### src/rtl/voice_ctrl_pkg.sv
// Constants shared by the voice control register bank and its host
package voice_ctrl_pkg;
    // ------------------------------------------------------------
    // Register indices, used directly as host addresses
    // ------------------------------------------------------------
    localparam logic [4:0] IDX_BASIC_MODE  = 5'h00;
    localparam logic [4:0] IDX_CODEC_PATH  = 5'h01;
    localparam logic [4:0] IDX_SLOT_ASSIGN = 5'h02;
    localparam logic [4:0] IDX_ROUTING     = 5'h03;
    localparam logic [4:0] IDX_TONE_GAIN   = 5'h04;
    localparam logic [4:0] IDX_TONE_SELECT = 5'h05;
    localparam logic [4:0] IDX_STATUS      = 5'h06;
    localparam logic [4:0] IDX_COMMAND     = 5'h07;
    localparam logic [4:0] IDX_LAST        = 5'h05;
    // Writable bit masks, unused bits read zero
    localparam logic [7:0] MASK_BASIC_MODE  = 8'h6f;
    localparam logic [7:0] MASK_SLOT_ASSIGN = 8'h1f;
    localparam logic [7:0] MASK_ROUTING     = 8'h60;
    localparam logic [7:0] MASK_FULL        = 8'hff;
    localparam logic [7:0] RESET_VALUE      = 8'h00;
    // Field positions
    localparam int POS_POWERDOWN     = 6;
    localparam int POS_PD_RESET      = 5;
    localparam int POS_MODE_B2       = 2;
    localparam int POS_MODE_B0       = 0;
    localparam int POS_CODEC_THROUGH = 7;
    localparam int POS_XCODER_RESET  = 6;
    localparam int POS_WHOLE_THROUGH = 5;
    localparam int POS_TX_MUTE       = 4;
    localparam int POS_RX_MUTE       = 3;
    localparam int POS_XCODER_SLOT   = 4;
    localparam int POS_DUAL_TONE     = 7;
    localparam int POS_TX_TONE_SEND  = 6;
    localparam int POS_RX_TONE_SEND  = 5;
    // Operating mode codes
    localparam logic [3:0] MODE_INITIAL   = 4'h0;
    localparam logic [3:0] MODE_HANDSFREE = 4'h4;
    localparam logic [3:0] MODE_LINE_EXP  = 4'h5;
    localparam logic [2:0] ATTEN_MUTE     = 3'h7;
    // Tone gain coefficient values
    localparam logic [15:0] TONE_COEF_DEFAULT = 16'h4000;
    localparam logic [15:0] TONE_COEF_MINUS1  = 16'h390a;
    localparam logic [8:0]  TONE_COEF_ADDR    = 9'h16d;
    // Timing: initial-mode entry delay
    localparam int CLK_HZ           = 100_000_000;
    localparam int INIT_DELAY_MS    = 200;
    localparam int INIT_DELAY_CYC   = CLK_HZ / 1000 * INIT_DELAY_MS;
    localparam int HOST_CMD_WRITE   = 1;
    localparam int HOST_CMD_READ    = 0;
endpackage

### src/rtl/voice_ctrl_if.sv
// Parallel register port between host controller and register bank
`timescale 1ns/1ns
`default_nettype none
interface voice_ctrl_if;
    logic       cs_n;
    logic       wr_n;
    logic       rd_n;
    logic [4:0] addr;
    logic [7:0] wdata;
    logic [7:0] rdata;
    logic       rdata_oe;
    logic       powerdown_n;
    logic       powerdown_reset_n;

    modport device (
        input  cs_n,
        input  wr_n,
        input  rd_n,
        input  addr,
        input  wdata,
        output rdata,
        output rdata_oe,
        input  powerdown_n,
        input  powerdown_reset_n
    );
    modport host (
        output cs_n,
        output wr_n,
        output rd_n,
        output addr,
        output wdata,
        input  rdata,
        input  rdata_oe,
        output powerdown_n,
        output powerdown_reset_n
    );
endinterface
`default_nettype wire

### src/rtl/voice_ctrl_regs.sv
// Control register bank of the voice processor, device end
`timescale 1ns/1ns
`default_nettype none
module voice_ctrl_regs #(
    parameter int INIT_DELAY = voice_ctrl_pkg::INIT_DELAY_CYC
) (
    input  wire logic        clk_i,
    input  wire logic        rst_i,
    voice_ctrl_if.device     bus,
    input  wire logic        host_control_select_pin_i,
    input  wire logic        echo_mode_pin_i,
    input  wire logic        codec_through_pin_i,
    input  wire logic        mute_pin_i,
    output logic             powered_down_o,
    output logic             in_reset_o,
    output logic             initial_mode_o,
    output logic [3:0]       operating_mode_code_o,
    output logic             handsfree_o,
    output logic             line_expansion_o,
    output logic             canceler_enable_o,
    output logic             transcoder_enable_o,
    output logic             pcm_idle_o,
    output logic             pcm_out_hiz_o,
    output logic             codec_through_o,
    output logic             transcoder_state_reset_o,
    output logic             whole_path_through_o,
    output logic             tx_mute_o,
    output logic [2:0]       receive_attenuation_code_o,
    output logic             rx_full_mute_o,
    output logic [1:0]       transcoder_slot_o,
    output logic [1:0]       line_canceler_slot_select_o,
    output logic [1:0]       acoustic_canceler_slot_select_o,
    output logic [1:0]       pcm_io_routing_o,
    output logic [3:0]       transmit_tone_gain_o,
    output logic [3:0]       receive_tone_gain_o,
    output logic             dual_tone_select_o,
    output logic             tx_tone_send_o,
    output logic             rx_tone_send_o,
    output logic [4:0]       tone_code_o
);
    // ------------------------------------------------------------
    // State
    // ------------------------------------------------------------
    typedef enum logic [1:0] {ST_RESET, ST_WAIT, ST_INITIAL, ST_RUN} phase_t;

    typedef struct packed {
        logic [7:0]  basic_mode;
        logic [7:0]  codec_path;
        logic [7:0]  slot_assign;
        logic [7:0]  routing;
        logic [7:0]  tone_gain;
        logic [7:0]  tone_select;
        phase_t      phase;
        logic [31:0] delay_cnt;
        logic        wr_seen;
        logic        xcoder_reset;
        logic        hiz;
        logic [7:0]  rdata;
    } state_t;

    state_t state_r;
    state_t state_nxt;

    function automatic logic [7:0] reg_mask(input logic [4:0] idx);
        case (idx)
            voice_ctrl_pkg::IDX_BASIC_MODE:  reg_mask = voice_ctrl_pkg::MASK_BASIC_MODE;
            voice_ctrl_pkg::IDX_SLOT_ASSIGN: reg_mask = voice_ctrl_pkg::MASK_SLOT_ASSIGN;
            voice_ctrl_pkg::IDX_ROUTING:     reg_mask = voice_ctrl_pkg::MASK_ROUTING;
            default:                         reg_mask = voice_ctrl_pkg::MASK_FULL;
        endcase
    endfunction

    logic       wr_pulse;
    logic       rd_active;
    logic       pd_level;
    logic       rst_level;
    logic [3:0] eff_mode;

    assign wr_pulse  = !bus.cs_n && !bus.wr_n && !state_r.wr_seen;
    assign rd_active = !bus.cs_n && !bus.rd_n;
    assign pd_level  = state_r.basic_mode[voice_ctrl_pkg::POS_POWERDOWN]
                       || !bus.powerdown_n;
    assign rst_level = state_r.basic_mode[voice_ctrl_pkg::POS_PD_RESET]
                       || !bus.powerdown_reset_n;
    assign eff_mode = {state_r.basic_mode[3],
                       state_r.basic_mode[2] | host_control_select_pin_i,
                       state_r.basic_mode[1],
                       state_r.basic_mode[0] | echo_mode_pin_i};

    // ------------------------------------------------------------
    // Next state
    // ------------------------------------------------------------
    always_comb begin
        state_nxt = state_r;
        state_nxt.wr_seen = !bus.cs_n && !bus.wr_n;
        state_nxt.xcoder_reset = 1'b0;
        if (wr_pulse && bus.addr <= voice_ctrl_pkg::IDX_LAST) begin
            case (bus.addr)
                voice_ctrl_pkg::IDX_BASIC_MODE:  state_nxt.basic_mode =
                    bus.wdata & reg_mask(bus.addr);
                voice_ctrl_pkg::IDX_CODEC_PATH: begin
                    state_nxt.codec_path = bus.wdata;
                    state_nxt.xcoder_reset =
                        bus.wdata[voice_ctrl_pkg::POS_XCODER_RESET];
                end
                voice_ctrl_pkg::IDX_SLOT_ASSIGN: state_nxt.slot_assign =
                    bus.wdata & reg_mask(bus.addr);
                voice_ctrl_pkg::IDX_ROUTING:     state_nxt.routing =
                    bus.wdata & reg_mask(bus.addr);
                voice_ctrl_pkg::IDX_TONE_GAIN:   state_nxt.tone_gain = bus.wdata;
                default:                         state_nxt.tone_select = bus.wdata;
            endcase
        end
        case (bus.addr)
            voice_ctrl_pkg::IDX_BASIC_MODE:  state_nxt.rdata = state_r.basic_mode;
            voice_ctrl_pkg::IDX_CODEC_PATH:  state_nxt.rdata = state_r.codec_path;
            voice_ctrl_pkg::IDX_SLOT_ASSIGN: state_nxt.rdata = state_r.slot_assign;
            voice_ctrl_pkg::IDX_ROUTING:     state_nxt.rdata = state_r.routing;
            voice_ctrl_pkg::IDX_TONE_GAIN:   state_nxt.rdata = state_r.tone_gain;
            voice_ctrl_pkg::IDX_TONE_SELECT: state_nxt.rdata = state_r.tone_select;
            default:                         state_nxt.rdata = voice_ctrl_pkg::RESET_VALUE;
        endcase
        case (state_r.phase)
            ST_RESET: begin
                state_nxt.delay_cnt = '0;
                if (!rst_level && !pd_level) begin
                    state_nxt.phase = ST_WAIT;
                end
            end
            ST_WAIT: begin
                state_nxt.delay_cnt = state_r.delay_cnt + 32'd1;
                if (host_control_select_pin_i) begin
                    state_nxt.phase = ST_RUN;
                end else if (state_r.delay_cnt >= 32'(INIT_DELAY - 1)) begin
                    state_nxt.phase = ST_INITIAL;
                end
            end
            ST_INITIAL: begin
                if (eff_mode == voice_ctrl_pkg::MODE_HANDSFREE
                    || eff_mode == voice_ctrl_pkg::MODE_LINE_EXP) begin
                    state_nxt.phase = ST_RUN;
                    state_nxt.hiz = 1'b0;
                end
            end
            ST_RUN: begin
                state_nxt.hiz = 1'b0;
            end
            default: state_nxt.phase = ST_RESET;
        endcase
        if (pd_level && state_r.phase != ST_RESET) begin
            state_nxt.phase = ST_RESET;
        end
        if (rst_level) begin
            // Reset bit or pin: all control registers back to zero
            state_nxt.basic_mode  = voice_ctrl_pkg::RESET_VALUE;
            state_nxt.codec_path  = voice_ctrl_pkg::RESET_VALUE;
            state_nxt.slot_assign = voice_ctrl_pkg::RESET_VALUE;
            state_nxt.routing     = voice_ctrl_pkg::RESET_VALUE;
            state_nxt.tone_gain   = voice_ctrl_pkg::RESET_VALUE;
            state_nxt.tone_select = voice_ctrl_pkg::RESET_VALUE;
            state_nxt.phase       = ST_RESET;
            state_nxt.hiz         = 1'b1;
        end
    end

    always_ff @(posedge clk_i) begin
        if (rst_i) begin
            state_r <= '0;
            state_r.phase <= ST_RESET;
            state_r.hiz <= 1'b1;
        end else begin
            state_r <= state_nxt;
        end
    end

    // ------------------------------------------------------------
    // Outputs
    // ------------------------------------------------------------
    logic active;
    assign active = state_r.phase == ST_RUN;

    assign bus.rdata                = state_r.rdata;
    assign bus.rdata_oe             = rd_active;
    assign powered_down_o           = pd_level || rst_level;
    assign in_reset_o               = state_r.phase == ST_RESET;
    assign initial_mode_o           = state_r.phase == ST_INITIAL;
    assign operating_mode_code_o    = eff_mode;
    assign handsfree_o              = active && eff_mode == voice_ctrl_pkg::MODE_HANDSFREE;
    assign line_expansion_o         = active && eff_mode == voice_ctrl_pkg::MODE_LINE_EXP;
    assign canceler_enable_o        = (handsfree_o || line_expansion_o)
                                      && !whole_path_through_o;
    assign transcoder_enable_o      = canceler_enable_o && !codec_through_o;
    assign pcm_idle_o               = !active;
    assign pcm_out_hiz_o            = state_r.hiz;
    assign codec_through_o          = state_r.codec_path[voice_ctrl_pkg::POS_CODEC_THROUGH]
                                      && !codec_through_pin_i;
    assign transcoder_state_reset_o = state_r.xcoder_reset;
    assign whole_path_through_o     = state_r.codec_path[voice_ctrl_pkg::POS_WHOLE_THROUGH];
    assign tx_mute_o                = state_r.codec_path[voice_ctrl_pkg::POS_TX_MUTE]
                                      && !whole_path_through_o;
    assign receive_attenuation_code_o =
        (state_r.codec_path[voice_ctrl_pkg::POS_RX_MUTE] && !mute_pin_i
         && !whole_path_through_o) ? state_r.codec_path[2:0] : 3'h0;
    assign rx_full_mute_o           = receive_attenuation_code_o
                                      == voice_ctrl_pkg::ATTEN_MUTE;
    assign transcoder_slot_o        = {1'b0, state_r.slot_assign[voice_ctrl_pkg::POS_XCODER_SLOT]};
    assign line_canceler_slot_select_o     = state_r.slot_assign[3:2];
    assign acoustic_canceler_slot_select_o = state_r.slot_assign[1:0];
    assign pcm_io_routing_o         = state_r.routing[6:5];
    assign transmit_tone_gain_o     = state_r.tone_gain[7:4];
    assign receive_tone_gain_o      = state_r.tone_gain[3:0];
    assign dual_tone_select_o       = state_r.tone_select[voice_ctrl_pkg::POS_DUAL_TONE];
    assign tx_tone_send_o           = state_r.tone_select[voice_ctrl_pkg::POS_TX_TONE_SEND];
    assign rx_tone_send_o           = state_r.tone_select[voice_ctrl_pkg::POS_RX_TONE_SEND];
    assign tone_code_o              = state_r.tone_select[4:0];
endmodule
`default_nettype wire

### src/flat_wrapper.sv
// flat-port wrapper written by rule: the top's interface ports become plain ports
module voice_ctrl_regs_flat 
#(
    parameter int INIT_DELAY = voice_ctrl_pkg::INIT_DELAY_CYC
)
  (clk_i, rst_i, host_control_select_pin_i, echo_mode_pin_i, codec_through_pin_i, mute_pin_i, powered_down_o, in_reset_o, initial_mode_o, operating_mode_code_o, handsfree_o, line_expansion_o, canceler_enable_o, transcoder_enable_o, pcm_idle_o, pcm_out_hiz_o, codec_through_o, transcoder_state_reset_o, whole_path_through_o, tx_mute_o, receive_attenuation_code_o, rx_full_mute_o, transcoder_slot_o, line_canceler_slot_select_o, acoustic_canceler_slot_select_o, pcm_io_routing_o, transmit_tone_gain_o, receive_tone_gain_o, dual_tone_select_o, tx_tone_send_o, rx_tone_send_o, tone_code_o, bus_cs_n, bus_wr_n, bus_rd_n, bus_addr, bus_wdata, bus_rdata, bus_rdata_oe, bus_powerdown_n, bus_powerdown_reset_n);
  voice_ctrl_if bus_i ();
  input  wire logic clk_i;
  input  wire logic rst_i;
  input  wire logic host_control_select_pin_i;
  input  wire logic echo_mode_pin_i;
  input  wire logic codec_through_pin_i;
  input  wire logic mute_pin_i;
  output logic powered_down_o;
  output logic in_reset_o;
  output logic initial_mode_o;
  output logic [3:0] operating_mode_code_o;
  output logic handsfree_o;
  output logic line_expansion_o;
  output logic canceler_enable_o;
  output logic transcoder_enable_o;
  output logic pcm_idle_o;
  output logic pcm_out_hiz_o;
  output logic codec_through_o;
  output logic transcoder_state_reset_o;
  output logic whole_path_through_o;
  output logic tx_mute_o;
  output logic [2:0] receive_attenuation_code_o;
  output logic rx_full_mute_o;
  output logic [1:0] transcoder_slot_o;
  output logic [1:0] line_canceler_slot_select_o;
  output logic [1:0] acoustic_canceler_slot_select_o;
  output logic [1:0] pcm_io_routing_o;
  output logic [3:0] transmit_tone_gain_o;
  output logic [3:0] receive_tone_gain_o;
  output logic dual_tone_select_o;
  output logic tx_tone_send_o;
  output logic rx_tone_send_o;
  output logic [4:0] tone_code_o;
  input wire logic [$bits(bus_i.cs_n)-1:0] bus_cs_n;
  input wire logic [$bits(bus_i.wr_n)-1:0] bus_wr_n;
  input wire logic [$bits(bus_i.rd_n)-1:0] bus_rd_n;
  input wire logic [$bits(bus_i.addr)-1:0] bus_addr;
  input wire logic [$bits(bus_i.wdata)-1:0] bus_wdata;
  output wire logic [$bits(bus_i.rdata)-1:0] bus_rdata;
  output wire logic [$bits(bus_i.rdata_oe)-1:0] bus_rdata_oe;
  input wire logic [$bits(bus_i.powerdown_n)-1:0] bus_powerdown_n;
  input wire logic [$bits(bus_i.powerdown_reset_n)-1:0] bus_powerdown_reset_n;
  assign bus_i.cs_n = bus_cs_n;
  assign bus_i.wr_n = bus_wr_n;
  assign bus_i.rd_n = bus_rd_n;
  assign bus_i.addr = bus_addr;
  assign bus_i.wdata = bus_wdata;
  assign bus_rdata = bus_i.rdata;
  assign bus_rdata_oe = bus_i.rdata_oe;
  assign bus_i.powerdown_n = bus_powerdown_n;
  assign bus_i.powerdown_reset_n = bus_powerdown_reset_n;
  voice_ctrl_regs #(.INIT_DELAY(INIT_DELAY)) u_core (.clk_i(clk_i), .rst_i(rst_i), .bus(bus_i), .host_control_select_pin_i(host_control_select_pin_i), .echo_mode_pin_i(echo_mode_pin_i), .codec_through_pin_i(codec_through_pin_i), .mute_pin_i(mute_pin_i), .powered_down_o(powered_down_o), .in_reset_o(in_reset_o), .initial_mode_o(initial_mode_o), .operating_mode_code_o(operating_mode_code_o), .handsfree_o(handsfree_o), .line_expansion_o(line_expansion_o), .canceler_enable_o(canceler_enable_o), .transcoder_enable_o(transcoder_enable_o), .pcm_idle_o(pcm_idle_o), .pcm_out_hiz_o(pcm_out_hiz_o), .codec_through_o(codec_through_o), .transcoder_state_reset_o(transcoder_state_reset_o), .whole_path_through_o(whole_path_through_o), .tx_mute_o(tx_mute_o), .receive_attenuation_code_o(receive_attenuation_code_o), .rx_full_mute_o(rx_full_mute_o), .transcoder_slot_o(transcoder_slot_o), .line_canceler_slot_select_o(line_canceler_slot_select_o), .acoustic_canceler_slot_select_o(acoustic_canceler_slot_select_o), .pcm_io_routing_o(pcm_io_routing_o), .transmit_tone_gain_o(transmit_tone_gain_o), .receive_tone_gain_o(receive_tone_gain_o), .dual_tone_select_o(dual_tone_select_o), .tx_tone_send_o(tx_tone_send_o), .rx_tone_send_o(rx_tone_send_o), .tone_code_o(tone_code_o));
endmodule
### config.mk
export PLATFORM = sky130hd
export DESIGN_NAME = voice_ctrl_regs_flat
export DESIGN_NICKNAME = d
export VERILOG_FILES = /design/src/rtl/voice_ctrl_pkg.sv /design/src/rtl/voice_ctrl_if.sv /design/src/rtl/voice_ctrl_regs.sv /design/src/flat_wrapper.sv
export SDC_FILE = /design/constraint.sdc
export NUM_CORES = 1
export LEC_CHECK = 0
export BUFFER_PORTS_ARGS = -buffer_cell sky130_fd_sc_hd__buf_2
export CORE_MARGIN = 3
export CORE_UTILIZATION = 55
export CTS_CLUSTER_SIZE = 30
export DETAILED_ROUTE_END_ITERATION = 12
export GPL_TIMING_DRIVEN = 0
export PLACE_DENSITY = 0.77
export SLEW_MARGIN = 20
export SYNTH_ARGS = -nofsm -noshare
export SYNTH_HDL_FRONTEND = slang
export SYNTH_SLANG_ARGS = --single-unit
export TNS_END_PERCENT = 50
### constraint.sdc
create_clock -name clk_i -period 2.69 [get_ports clk_i]
set_input_delay 0.538 -clock clk_i [delete_from_list [all_inputs] [get_ports clk_i]]
set_output_delay 0.538 -clock clk_i [all_outputs]
set_load 0.03 [all_outputs]
## Word level (Yosys, flattened, before mapping)

Cells that the tools add are included.
Widths: inputs -> output; s select.

| operators by class | value |
|---|---|
| add/sub/neg operators | 1 |
| $lt $le $gt $ge | 2 |
| multiplexer cells | 16 |
| bitwise operators | 8 |
| equal/unequal tests | 14 |
| reductions and logical operators | 50 |

Operators by type and width:

| cell | number |
|---|---|
| $pmux 32 s2 | 1 |
| $mux 8 | 6 |
| $pmux 8 s6 | 1 |
| $add 32x1->32 const B | 1 |
| $ge 32x25->1 const B | 1 |
| $and 8x8->8 | 3 |
| $logic_and 1x1->1 | 14 |
| $reduce_and 2->1 | 7 |
| $logic_not 1->1 | 13 |
| $eq 5x2->1 const B | 2 |
| $eq 5x3->1 const B | 2 |
| $eq 4x3->1 const B | 2 |
| $mux 2 | 4 |
| $pmux 2 s3 | 1 |
| $reduce_bool 2->1 | 3 |
| $reduce_or 3->1 | 2 |
| $eq 5x1->1 const B | 1 |
| $le 5x3->1 const B | 1 |
| $logic_not 5->1 | 1 |
| $logic_or 1x1->1 | 5 |
| $reduce_or 5->1 | 1 |
| $eq 2x2->1 const B | 2 |
| $ne 2x1->1 const B | 2 |
| $reduce_and 4->1 | 1 |
| other kinds (11) | 14 |

| storage, ports and cells | value |
|---|---|
| register bits after elaboration | 93 |
| bits of input ports | 24 |

## Logic depth before layout (Yosys ltp)

Gate-level depths: netlist (run 1).

| logic depth | value |
|---|---|
| depth in word-level cells | 6 |
| gate-level depth with buffers | 8 |

## Least setup slack after synthesis (run 1)

Ideal clock, no wire load.

| path | value |
|---|---|
| path kind | in2out |
| start point | input host_control_select_pin_i |
| end point | output transcoder_enable_o |
| buffers on the path | 0 |
| arrival time | 1535 ps |
| setup slack | 617 ps |
| stages | 4 |
| cells stage by stage | nor2_1 nor3_1 nand2_1 nor3_1 |

| between the ends | value |
|---|---|
| word-level cells in the longest chain between the ends | 6 |

Ends and longest elaborated chain:

| what | line | source |
|---|---|---|
| start, declared | flat_wrapper.sv:10 | `input wire logic host_control_select_pin_i;` |
| $or 1x1->1 * | voice_ctrl_regs.sv:86 | `state_r.basic_mode[2] \| host_control_select_pin_i,` |
| $eq 4x3->1, on equally long branches | voice_ctrl_regs.sv:188, voice_ctrl_regs.sv:189 |  |
| $logic_and 1x1->1, on equally long branches | voice_ctrl_regs.sv:188, voice_ctrl_regs.sv:189 |  |
| $logic_or 1x1->1 * | voice_ctrl_regs.sv:190 | `assign canceler_enable_o = (handsfree_o \|\| line_expansion_o)` |
| $logic_and 1x1->1 * | voice_ctrl_regs.sv:191 | `&& !whole_path_through_o;` |
| $logic_and 1x1->1 * | voice_ctrl_regs.sv:192 | `assign transcoder_enable_o = canceler_enable_o && !codec_through_o;` |
| end, declared | flat_wrapper.sv:21 | `output logic transcoder_enable_o;` |

Every way passes the cells marked *; elsewhere a longest branch is shown, timed or not.

## Worst setup path after layout (run 1)

| path | value |
|---|---|
| start point | register u_core.state_r[44] in the netlist's numbering |
| end point | register u_core.state_r[41] in the netlist's numbering |

| between the ends | value |
|---|---|
| word-level cells in the longest chain between the ends | 2 |

Ends and longest elaborated chain:

| what | line | source |
|---|---|---|
| start, declared | voice_ctrl_regs.sv:61 | `state_t state_r;` |
| start signal, assigned | voice_ctrl_regs.sv:172 | `state_r <= state_nxt;` |
| $eq 2x1->1 / $logic_not 2->1 (equally long branches) | voice_ctrl_regs.sv:123 | `case (state_r.phase)` |
| $pmux 32 s2 / $reduce_bool 2->1 (equally long branches) | - |  |

Several ways; a longest one is shown, not always the timed one.
A chain may end at the register's enable or synchronous reset.

==> results of run 1 <==
==> kinds of logic (layout without fill, tap and decap cells) <==
group	Yosys count	count (layout)	synth area share
fa+ha+maj	5	5	0.0152
buf+inv	61	152	0.0852
mux	36	36	0.0915
simple gates	207	207	0.269
compound gates	88	88	0.135
xor+xnor	3	3	0.00637
other cells	1	1	0.000908
flops	82	82	0.398
==> worst reg2reg max path, cell delays in order (launching register included) <==
cell and delay, ps:
dfxtp_1 340, inv_1 100, ha_1 170, buf_4 170, nand4_2 210, nor3_1 330, nand4_1 420, or3_1 470
a21oi_1 130
==> layer usage <==
metal | vias up | track usage | share of wire
met2 | 193 | 0.391 | 0.45
met5 | - | 0 | 0
li1 | 1874 | - | -
met4 | 0 | 0.105 | 0.018
met3 | 20 | 0.0422 | 0.093
met1 | 1834 | 0.368 | 0.44
==> power groups by stage <==
stage,Clock (mW),Combinational [mW],Sequential [mW]
6_report,1.00,0.162,1.22
5_1_grt,1.06,0.175,1.22
4_1_cts,1.00,0.159,1.22
3_5_place_dp,0,0.158,1.25
3_3_place_gp,0,0.156,1.25
2_1_floorplan,0,0.0912,1.25
==> how the worst max path moves through the flow <==
stage	depth (start not counted)	start	slack [ps]	endpoint
floorplan	4	host_control_select_pin_i	620	transcoder_enable_o
global route	8	u_core.state_r[44]	70	u_core.state_r[41]
global placement	5	bus_addr[1]	210	u_core.dual_tone_select_o
finish	8	u_core.state_r[44]	270	u_core.state_r[41]
CTS	8	u_core.state_r[44]	300	u_core.state_r[41]
detailed placement	5	bus_addr[1]	170	u_core.tone_code_o[0]
==> cell type report <==
class | instances | area [µm²] | area share
Multi-Input combinational cell | 340 | 2130 | 0.441
Sequential cell | 82 | 1640 | 0.339
Timing Repair Buffer | 75 | 375 | 0.0775
Buffer | 50 | 310 | 0.0641
Clock buffer | 12 | 145 | 0.0300
Tap cell | 96 | 120 | 0.0248
Clock inverter | 4 | 75.1 | 0.0155
Inverter | 11 | 41.3 | 0.00852
==> layout by cell type, fill, tap and decap left out, types with 3 or more instances in the layout <==
| cell | count |
|---|---|
| a211oi_1 | 4 |
| a21oi_1 | 45 |
| a22oi_1 | 7 |
| and2_1 | 7 |
| and3_1 | 4 |
| buf_2 | 77 |
| buf_4 | 32 |
| clkbuf_1 | 17 |
| clkbuf_8 | 10 |
| dfxtp_1 | 82 |
| ha_1 | 5 |
| inv_1 | 11 |
| mux2_2 | 14 |
| mux2i_1 | 22 |
| nand2_1 | 37 |
| nand3_1 | 35 |
| nand4_1 | 12 |
| nor2_1 | 58 |
| nor2b_1 | 4 |
| nor3_1 | 10 |
| nor3b_1 | 4 |
| nor4_2 | 3 |
| o211ai_1 | 11 |
| o21ai_0 | 4 |
| or2_2 | 4 |
| or3_1 | 11 |
==> per-stage QoR <==
| step | instances | util |
|---|---|---|
| 4_1_cts | 670 | 0.690 |
| 2_1_floorplan | 483 | - |
| 5_1_grt | 670 | 0.690 |
| 3_3_place_gp | 654 | 0.659 |
| 6_report | 670 | 0.690 |
| 3_5_place_dp | 654 | 0.659 |
==> registers in the layout, summed over array words and instances (netlist names) <==
signal / count
u_core.receive_tone_gain_o: 4
u_core.dual_tone_select_o: 1
u_core.whole_path_through_o: 1
u_core.tx_tone_send_o: 1
u_core.transmit_tone_gain_o: 4
u_core.state_r: 46
u_core.tone_code_o: 5
u_core.line_canceler_slot_select_o: 2
u_core.bus.rdata: 8
u_core.operating_mode_code_o: 2
u_core.transcoder_slot_o: 1
u_core.rx_tone_send_o: 1
u_core.acoustic_canceler_slot_select_o: 2
u_core.pcm_out_hiz_o: 1
u_core.pcm_io_routing_o: 2
u_core.transcoder_state_reset_o: 1
==> impl_metrics.toml, run 1 <==
[outcome]
run_status = "completed"

[setup_path]
cp_num_buf_inv = 2
crit_type = "reg -> reg"
critPathMaxStageDelay_ps = 470
r2r.worst_path.cells = 8
critPathMaxFanout = 10
required_ps = 2970
crit_family = "simple AND/OR/NAND/NOR gates"
timing.rr.end = "u_core.state_r[41]"
timing.critical_path.from_type = "flop"
r2r_slack_ps = 270
timing.rr.start = "u_core.state_r[44]"
endpoint_kind = "flop"
crit_chain = "inv_1 -> ha_1 -> buf_4 -> nand4_2 -> nor3_1 -> nand4_1 -> or3_1 -> a21oi_1"
cp_data_arrival_time_ps = 2700
cpMaxStageDelayCell = "or3_1"

[sta]
worst_slew_pin_slew_ps = 999
tns_ps = 0
hold_violations = 0
period_share = 0.898
fin_crit_ps = 2420
fmax_mhz = 414
worst_slack_ps = 275
maxSlewViolCount = 0
setup_viol = 0
rsz0062_at_grt = "no"
slew_headroom = 0.329
whs_ps = 409
clock_skew_ps = 9.73

[synth]
synth_top_cell_area_share = 0.398
post-synth-top-count-cell = "dfxtp_1"
synth_seq_cells = 82
synth-async-reset-ratio = 0
synth_nets = 512
synthesis.area_um2 = 4130
syn_area_per_cell_um2 = 8.55
ys_top_cells_by_area = "dfxtp_1, buf_4, a21oi_1, mux2i_1, nor2_1"
synth_edf_count = 0
yosys.area.top_type = "dfxtp_1"
synthFlopType = "dfxtp_1"
synth_common_cells = "dfxtp_1, nor2_1, a21oi_1, nand2_1, nand3_1"
synth_cell_type_count = 53
yosysSeqAreaShare = 0.398
synth_cells = 483
yosys_warnings = 0

[min_path]
min_to = "u_core.state_r[10]"
min_from = "bus_wr_n"
holdPathStages = 2
hold_class = "in -> reg"

[global_routing]
grt_max_degree = 14
grt_pass1_vias = 3646
antenna_found_initial = 0
overflow = 0
grt_pass1_wl_mm = 17.8
gr-usage-all-layers = 0.259

[floorplan]
dieArea_um2 = 8580
dieWidth_um = 92.6
rows = 30
start_util = 0.588
die_h_um = 92.6
ios = 78
core_um2 = 7020

[run]
cap_violations = 0

[power]
swShare = 0.241
p_total_mw = 2.38
ir_worst_vdd_mv = 0.238
p_leak_nw = 2.05
pwr-share-comb = 0.068
p_per_area_nw_per_um2 = 492
p_clk_frac = 0.420
p_switching_mw = 0.574
internal-power_mw = 1.81
power_frac_seq = 0.512

[clock_network]
root_buffer = "clkbuf_8"
path_clk_slew_ps = 80
postCtsSetupBuffers = 0
numClockSinks = 82
cts.path.max_buffers = 2
cts.repair.resized = 0
cts_made_buffers = 9
cts_tree = "done"
h-tree-depth = 3
clock_latency_ps = 360
hold_buffers = 0

[layout]
antenna_cells = 0
final.fill_count = 613
drive_gt1_frac = 0.265
nets = 598
final_area_um2 = 4840
area_delta_synth_final_pct = 17.3

[detailed_routing]
ant_nets = 0
dr.first_iter.drc_count = 327
wl_mm = 10.9
post_drt_via_cell_ratio = 5.85
wl_per_cell_um = 16.3
drtPass1Iterations = 5
vias = 3921
post-route-drc-count = 0

[placement]
portBuffers = 75
place_hpwl_mm = 7.90
place_area_um2 = 4620
dp_worst_setup_slack_ps = 173
gp_congestion = 0.865
Power figures use the tool's default switching activity.
==> run 2: changes to the inputs <==
--- a/config.mk
+++ b/config.mk
@@ -6,6 +6,7 @@
 export NUM_CORES = 1
 export LEC_CHECK = 0
 export BUFFER_PORTS_ARGS = -buffer_cell sky130_fd_sc_hd__buf_2
+export CORE_ASPECT_RATIO = 0.75
 export CORE_MARGIN = 3
 export CORE_UTILIZATION = 55
 export CTS_CLUSTER_SIZE = 30
==> impl_metrics.toml, run 2 (same netlist as run 1, synthesis figures left out) <==
[outcome]
run_status = "completed"

[power]
p_per_area_nw_per_um2 = 501
ir_worst_vdd_mv = 0.309
p_leak_nw = 2.05

[placement]
portBuffers = 75
gp_congestion = 0.919
dp_worst_setup_slack_ps = 213
place_hpwl_mm = 8.29

[clock_network]
cts.repair.resized = 0
postCtsSetupBuffers = 0
root_buffer = "clkbuf_8"
path_clk_slew_ps = 80
cts_made_buffers = 9
h-tree-depth = 3
clock_latency_ps = 350
cts_tree = "done"
cts.path.max_buffers = 2
numClockSinks = 82
hold_buffers = 0

[sta]
fin_crit_ps = 2480
worst_slack_ps = 210
tns_ps = 0
hold_violations = 0
setup_viol = 0
rsz0062_at_grt = "no"
slew_headroom = 0.370
clock_skew_ps = 6.61
maxSlewViolCount = 0
worst_slew_pin_slew_ps = 937
period_share = 0.922
fmax_mhz = 403

[floorplan]
dieWidth_um = 106
ios = 78
dieArea_um2 = 8590
start_util = 0.587
rows = 26
core_um2 = 7030
die_h_um = 81.0

[setup_path]
cpMaxStageDelayCell = "or3_1"
endpoint_kind = "flop"
critPathMaxStageDelay_ps = 480
crit_family = "simple AND/OR/NAND/NOR gates"
critPathMaxFanout = 10
cp_num_buf_inv = 2
crit_type = "reg -> reg"
crit_chain = "inv_1 -> ha_1 -> buf_4 -> nand4_2 -> nor3_1 -> nand4_1 -> or3_1 -> a21oi_1"
cp_data_arrival_time_ps = 2760
required_ps = 2970
timing.critical_path.from_type = "flop"

[global_routing]
overflow = 0
grt_max_degree = 14
gr-usage-all-layers = 0.263
grt_pass1_wl_mm = 17.7
grt_pass1_vias = 3538
antenna_found_initial = 0

[detailed_routing]
ant_nets = 0
wl_met3_um = 992
met2WireLength_mm = 4.75
wl_per_cell_um = 16.5
wirelength_met1_mm = 5.17
drtPass1Iterations = 5
routed.top_layer = "met4"
post_drt_via_cell_ratio = 5.83
dr.first_iter.drc_count = 250
wl_mm = 11.1
vias = 3906
post-route-drc-count = 0

[run]
cap_violations = 0

[min_path]
hold_class = "in -> reg"

[layout]
antenna_cells = 0
final.fill_count = 619
largest_reg_flops = 46
final_cell_mix = "dfxtp_1, buf_2, nor2_1"
area_delta_synth_final_pct = 17.6
final_common_cell = "dfxtp_1"
drive_gt1_frac = 0.266
largest_register = "u_core.state_r"
nets = 598
finish.utilization = 0.691
run 2: cell count changes in the layout (fill, tap and decap cells not counted):
cell | before | now
clkbuf_1 | 17 | 15
bufinv_16 | 2 | 3
clkbuf_8 | 10 | 9
run 2: layer usage:
metal	up-vias	GRT usage
li1	1868	-
met1	1843	0.379
met2	175	0.398
met3	20	0.0588
met4	0	0.0750
met5	-	0
run 2: path summary, 6_finish.rpt:
path                        start                    to  slack, ps  cells past startpoint
max            u_core.state_r[44]    u_core.state_r[41]        210                      8
min                      bus_wr_n    u_core.state_r[10]        390                      2
max reg2reg    u_core.state_r[44]    u_core.state_r[41]        210                      8
min reg2reg  u_core.pcm_out_hiz_o  u_core.pcm_out_hiz_o        460                      1
run 2: final cells by class:
| cell class | instances | area [µm²] | area share |
|---|---|---|---|
| plain buffers | 50 | 310 | 0.0639 |
| repair buffers | 75 | 375 | 0.0773 |
| clock buffers | 9 | 124 | 0.0255 |
| flip-flops and latches | 82 | 1640 | 0.338 |
| clock inverters | 5 | 105 | 0.0216 |
| inverters | 11 | 41.3 | 0.00851 |
| multi-input cells | 340 | 2130 | 0.440 |
| well taps | 98 | 123 | 0.0253 |
run 2: report_power, final:
group          switching (mW)  internal, mW
registers             0.00382          1.22
clock network           0.440         0.606
logic                   0.121        0.0443
total                   0.565          1.87
run 2: per-stage QoR:
stage               power [mW]  cells  area, µm²  hold WS [ps]
CTS                       2.44    670       4850           374
global route              2.51    670       4850           387
floorplan                 1.34    483       4130           442
detailed placement        1.41    656       4630           434
global placement          1.41    656       4630           441
finish                    2.43    670       4850           385
==> run 3: changes to the inputs <==
--- a/config.mk
+++ b/config.mk
@@ -7,12 +7,11 @@
 export LEC_CHECK = 0
 export BUFFER_PORTS_ARGS = -buffer_cell sky130_fd_sc_hd__buf_2
 export CORE_ASPECT_RATIO = 0.75
-export CORE_MARGIN = 3
-export CORE_UTILIZATION = 55
+export CORE_UTILIZATION = 50
 export CTS_CLUSTER_SIZE = 30
 export DETAILED_ROUTE_END_ITERATION = 12
 export GPL_TIMING_DRIVEN = 0
-export PLACE_DENSITY = 0.77
+export PLACE_DENSITY = 0.74
 export SLEW_MARGIN = 20
 export SYNTH_ARGS = -nofsm -noshare
 export SYNTH_HDL_FRONTEND = slang
==> constraint.sdc (replaced) <==
create_clock -name clk_i -period 2.15 [get_ports clk_i]
set_input_delay 0.43 -clock clk_i [delete_from_list [all_inputs] [get_ports clk_i]]
set_output_delay 0.43 -clock clk_i [all_outputs]
set_load 0.03 [all_outputs]
==> impl_metrics.toml, run 3 (same netlist as run 1, synthesis figures left out) <==
[placement]
gp_congestion = 0.911
place_area_um2 = 4630
dp_cells = 663
portBuffers = 75
place_hpwl_mm = 8.07

[outcome]
run_status = "completed"

[setup_path]
required_ps = 2440
cp_data_arrival_time_ps = 2330
r2r.worst_path.cells = 5
endpoint_kind = "flop"
crit_type = "reg -> reg"
critPathMaxFanout = 10
timing.critical_path.from_type = "flop"

[min_path]
holdPathStages = 2
hold_class = "in -> reg"

[layout]
final_cell_mix = "dfxtp_1, buf_2, nor2_1"
area_delta_synth_final_pct = 19.3
final.fill_count = 678
final_common_cell = "dfxtp_1"
largest_reg_flops = 46
largest_register = "u_core.state_r"
antenna_cells = 0
fin_cells = 686
finish.utilization = 0.619
nets = 606
drive_gt1_frac = 0.284
final_area_um2 = 4920

[power]
p_leak_nw = 2.12
p_per_area_nw_per_um2 = 576
ir_worst_vdd_mv = 0.414

[global_routing]
grt_pass1_wl_mm = 17.2
overflow = 0
grt_pass1_vias = 3458
grt_max_degree = 13
gr-usage-all-layers = 0.262
antenna_found_initial = 0

[floorplan]
dieWidth_um = 107
ios = 78
die_h_um = 80.7
dieArea_um2 = 8630
start_util = 0.519
rows = 28
core_um2 = 7950

[clock_network]
cts_tree = "done"
root_buffer = "clkbuf_8"
hold_buffers = 0
numClockSinks = 82
cts_made_buffers = 9
h-tree-depth = 3
clock_latency_ps = 360
path_clk_slew_ps = 80
cts.path.max_buffers = 2

[sta]
hold_violations = 0
rsz0062_at_grt = "yes"
slew_headroom = 0.375
worst_slew_pin_slew_ps = 930
period_share = 0.950
maxSlewViolCount = 0
fin_crit_ps = 2040
setup_viol = 0
fmax_mhz = 489
clock_skew_ps = 10.5

[detailed_routing]
dr.first_iter.drc_count = 251
wl_per_cell_um = 15.8
wl_mm = 10.9
post-route-drc-count = 0
drtPass1Iterations = 5
post_drt_via_cell_ratio = 5.68
vias = 3897
ant_nets = 0

[run]
cap_violations = 0
## run 3: final cells by class
cell class | instances | area (µm²) | area share
Timing Repair Buffer | 83 | 435 | 0.0884
Clock inverter | 3 | 40.0 | 0.00813
Multi-Input combinational cell | 340 | 2170 | 0.441
Tap cell | 105 | 131 | 0.0267
Clock buffer | 12 | 145 | 0.0295
Buffer | 50 | 314 | 0.0638
Inverter | 11 | 41.3 | 0.00839
Sequential cell | 82 | 1640 | 0.334
## run 3: worst paths after layout
path,start,slack [ps],end
hold / removal,bus_wr_n,280,u_core.state_r[10]
hold reg to reg,u_core.pcm_out_hiz_o,460,u_core.pcm_out_hiz_o
setup / recovery,u_core.state_r[15],110,u_core.state_r[42]
setup reg to reg,u_core.state_r[15],110,u_core.state_r[42]
## run 3: through the flow
| stage | hold WS, ps | setup TNS, ps | total power, mW | setup WS [ps] |
|---|---|---|---|---|
| floorplan | 442 | 0 | 1.68 | 210 |
| global placement | 434 | -2900 | 1.76 | -197 |
| detailed placement | 442 | -4020 | 1.76 | -259 |
| CTS | 269 | 0 | 2.85 | 21.0 |
| global route | 266 | 0 | 2.95 | 13.3 |
| finish | 277 | 0 | 2.83 | 107 |
## run 3: worst max-delay path: stages, from the launching register on
cell     delay (ps)
dfxtp_1         460
nand4_4         180
nor4_4          470
nand4_4         250
or4_1           460
a21oi_1         160
## run 3: routing by layer
metal	up-vias	wire length [µm]	global-route usage
li1	1894	-	-
met1	1842	5100	0.370
met2	142	4670	0.374
met3	19	882	0.0820
met4	0	205	0.0877
met5	-	0	0
## run 3: timing repair
item                                    4_1_cts  5_1_grt
endpoints found under the setup margin        6       19
pin swaps                                     2        2
resized for setup                             1        9
buffers inserted                              3        5
cloned                                        0        0
## run 3: report_power, final
part           internal [mW]  switching (mW)
clock                  0.560           0.542
sequential              1.52         0.00463
combinational         0.0565           0.150
total                   2.14           0.697
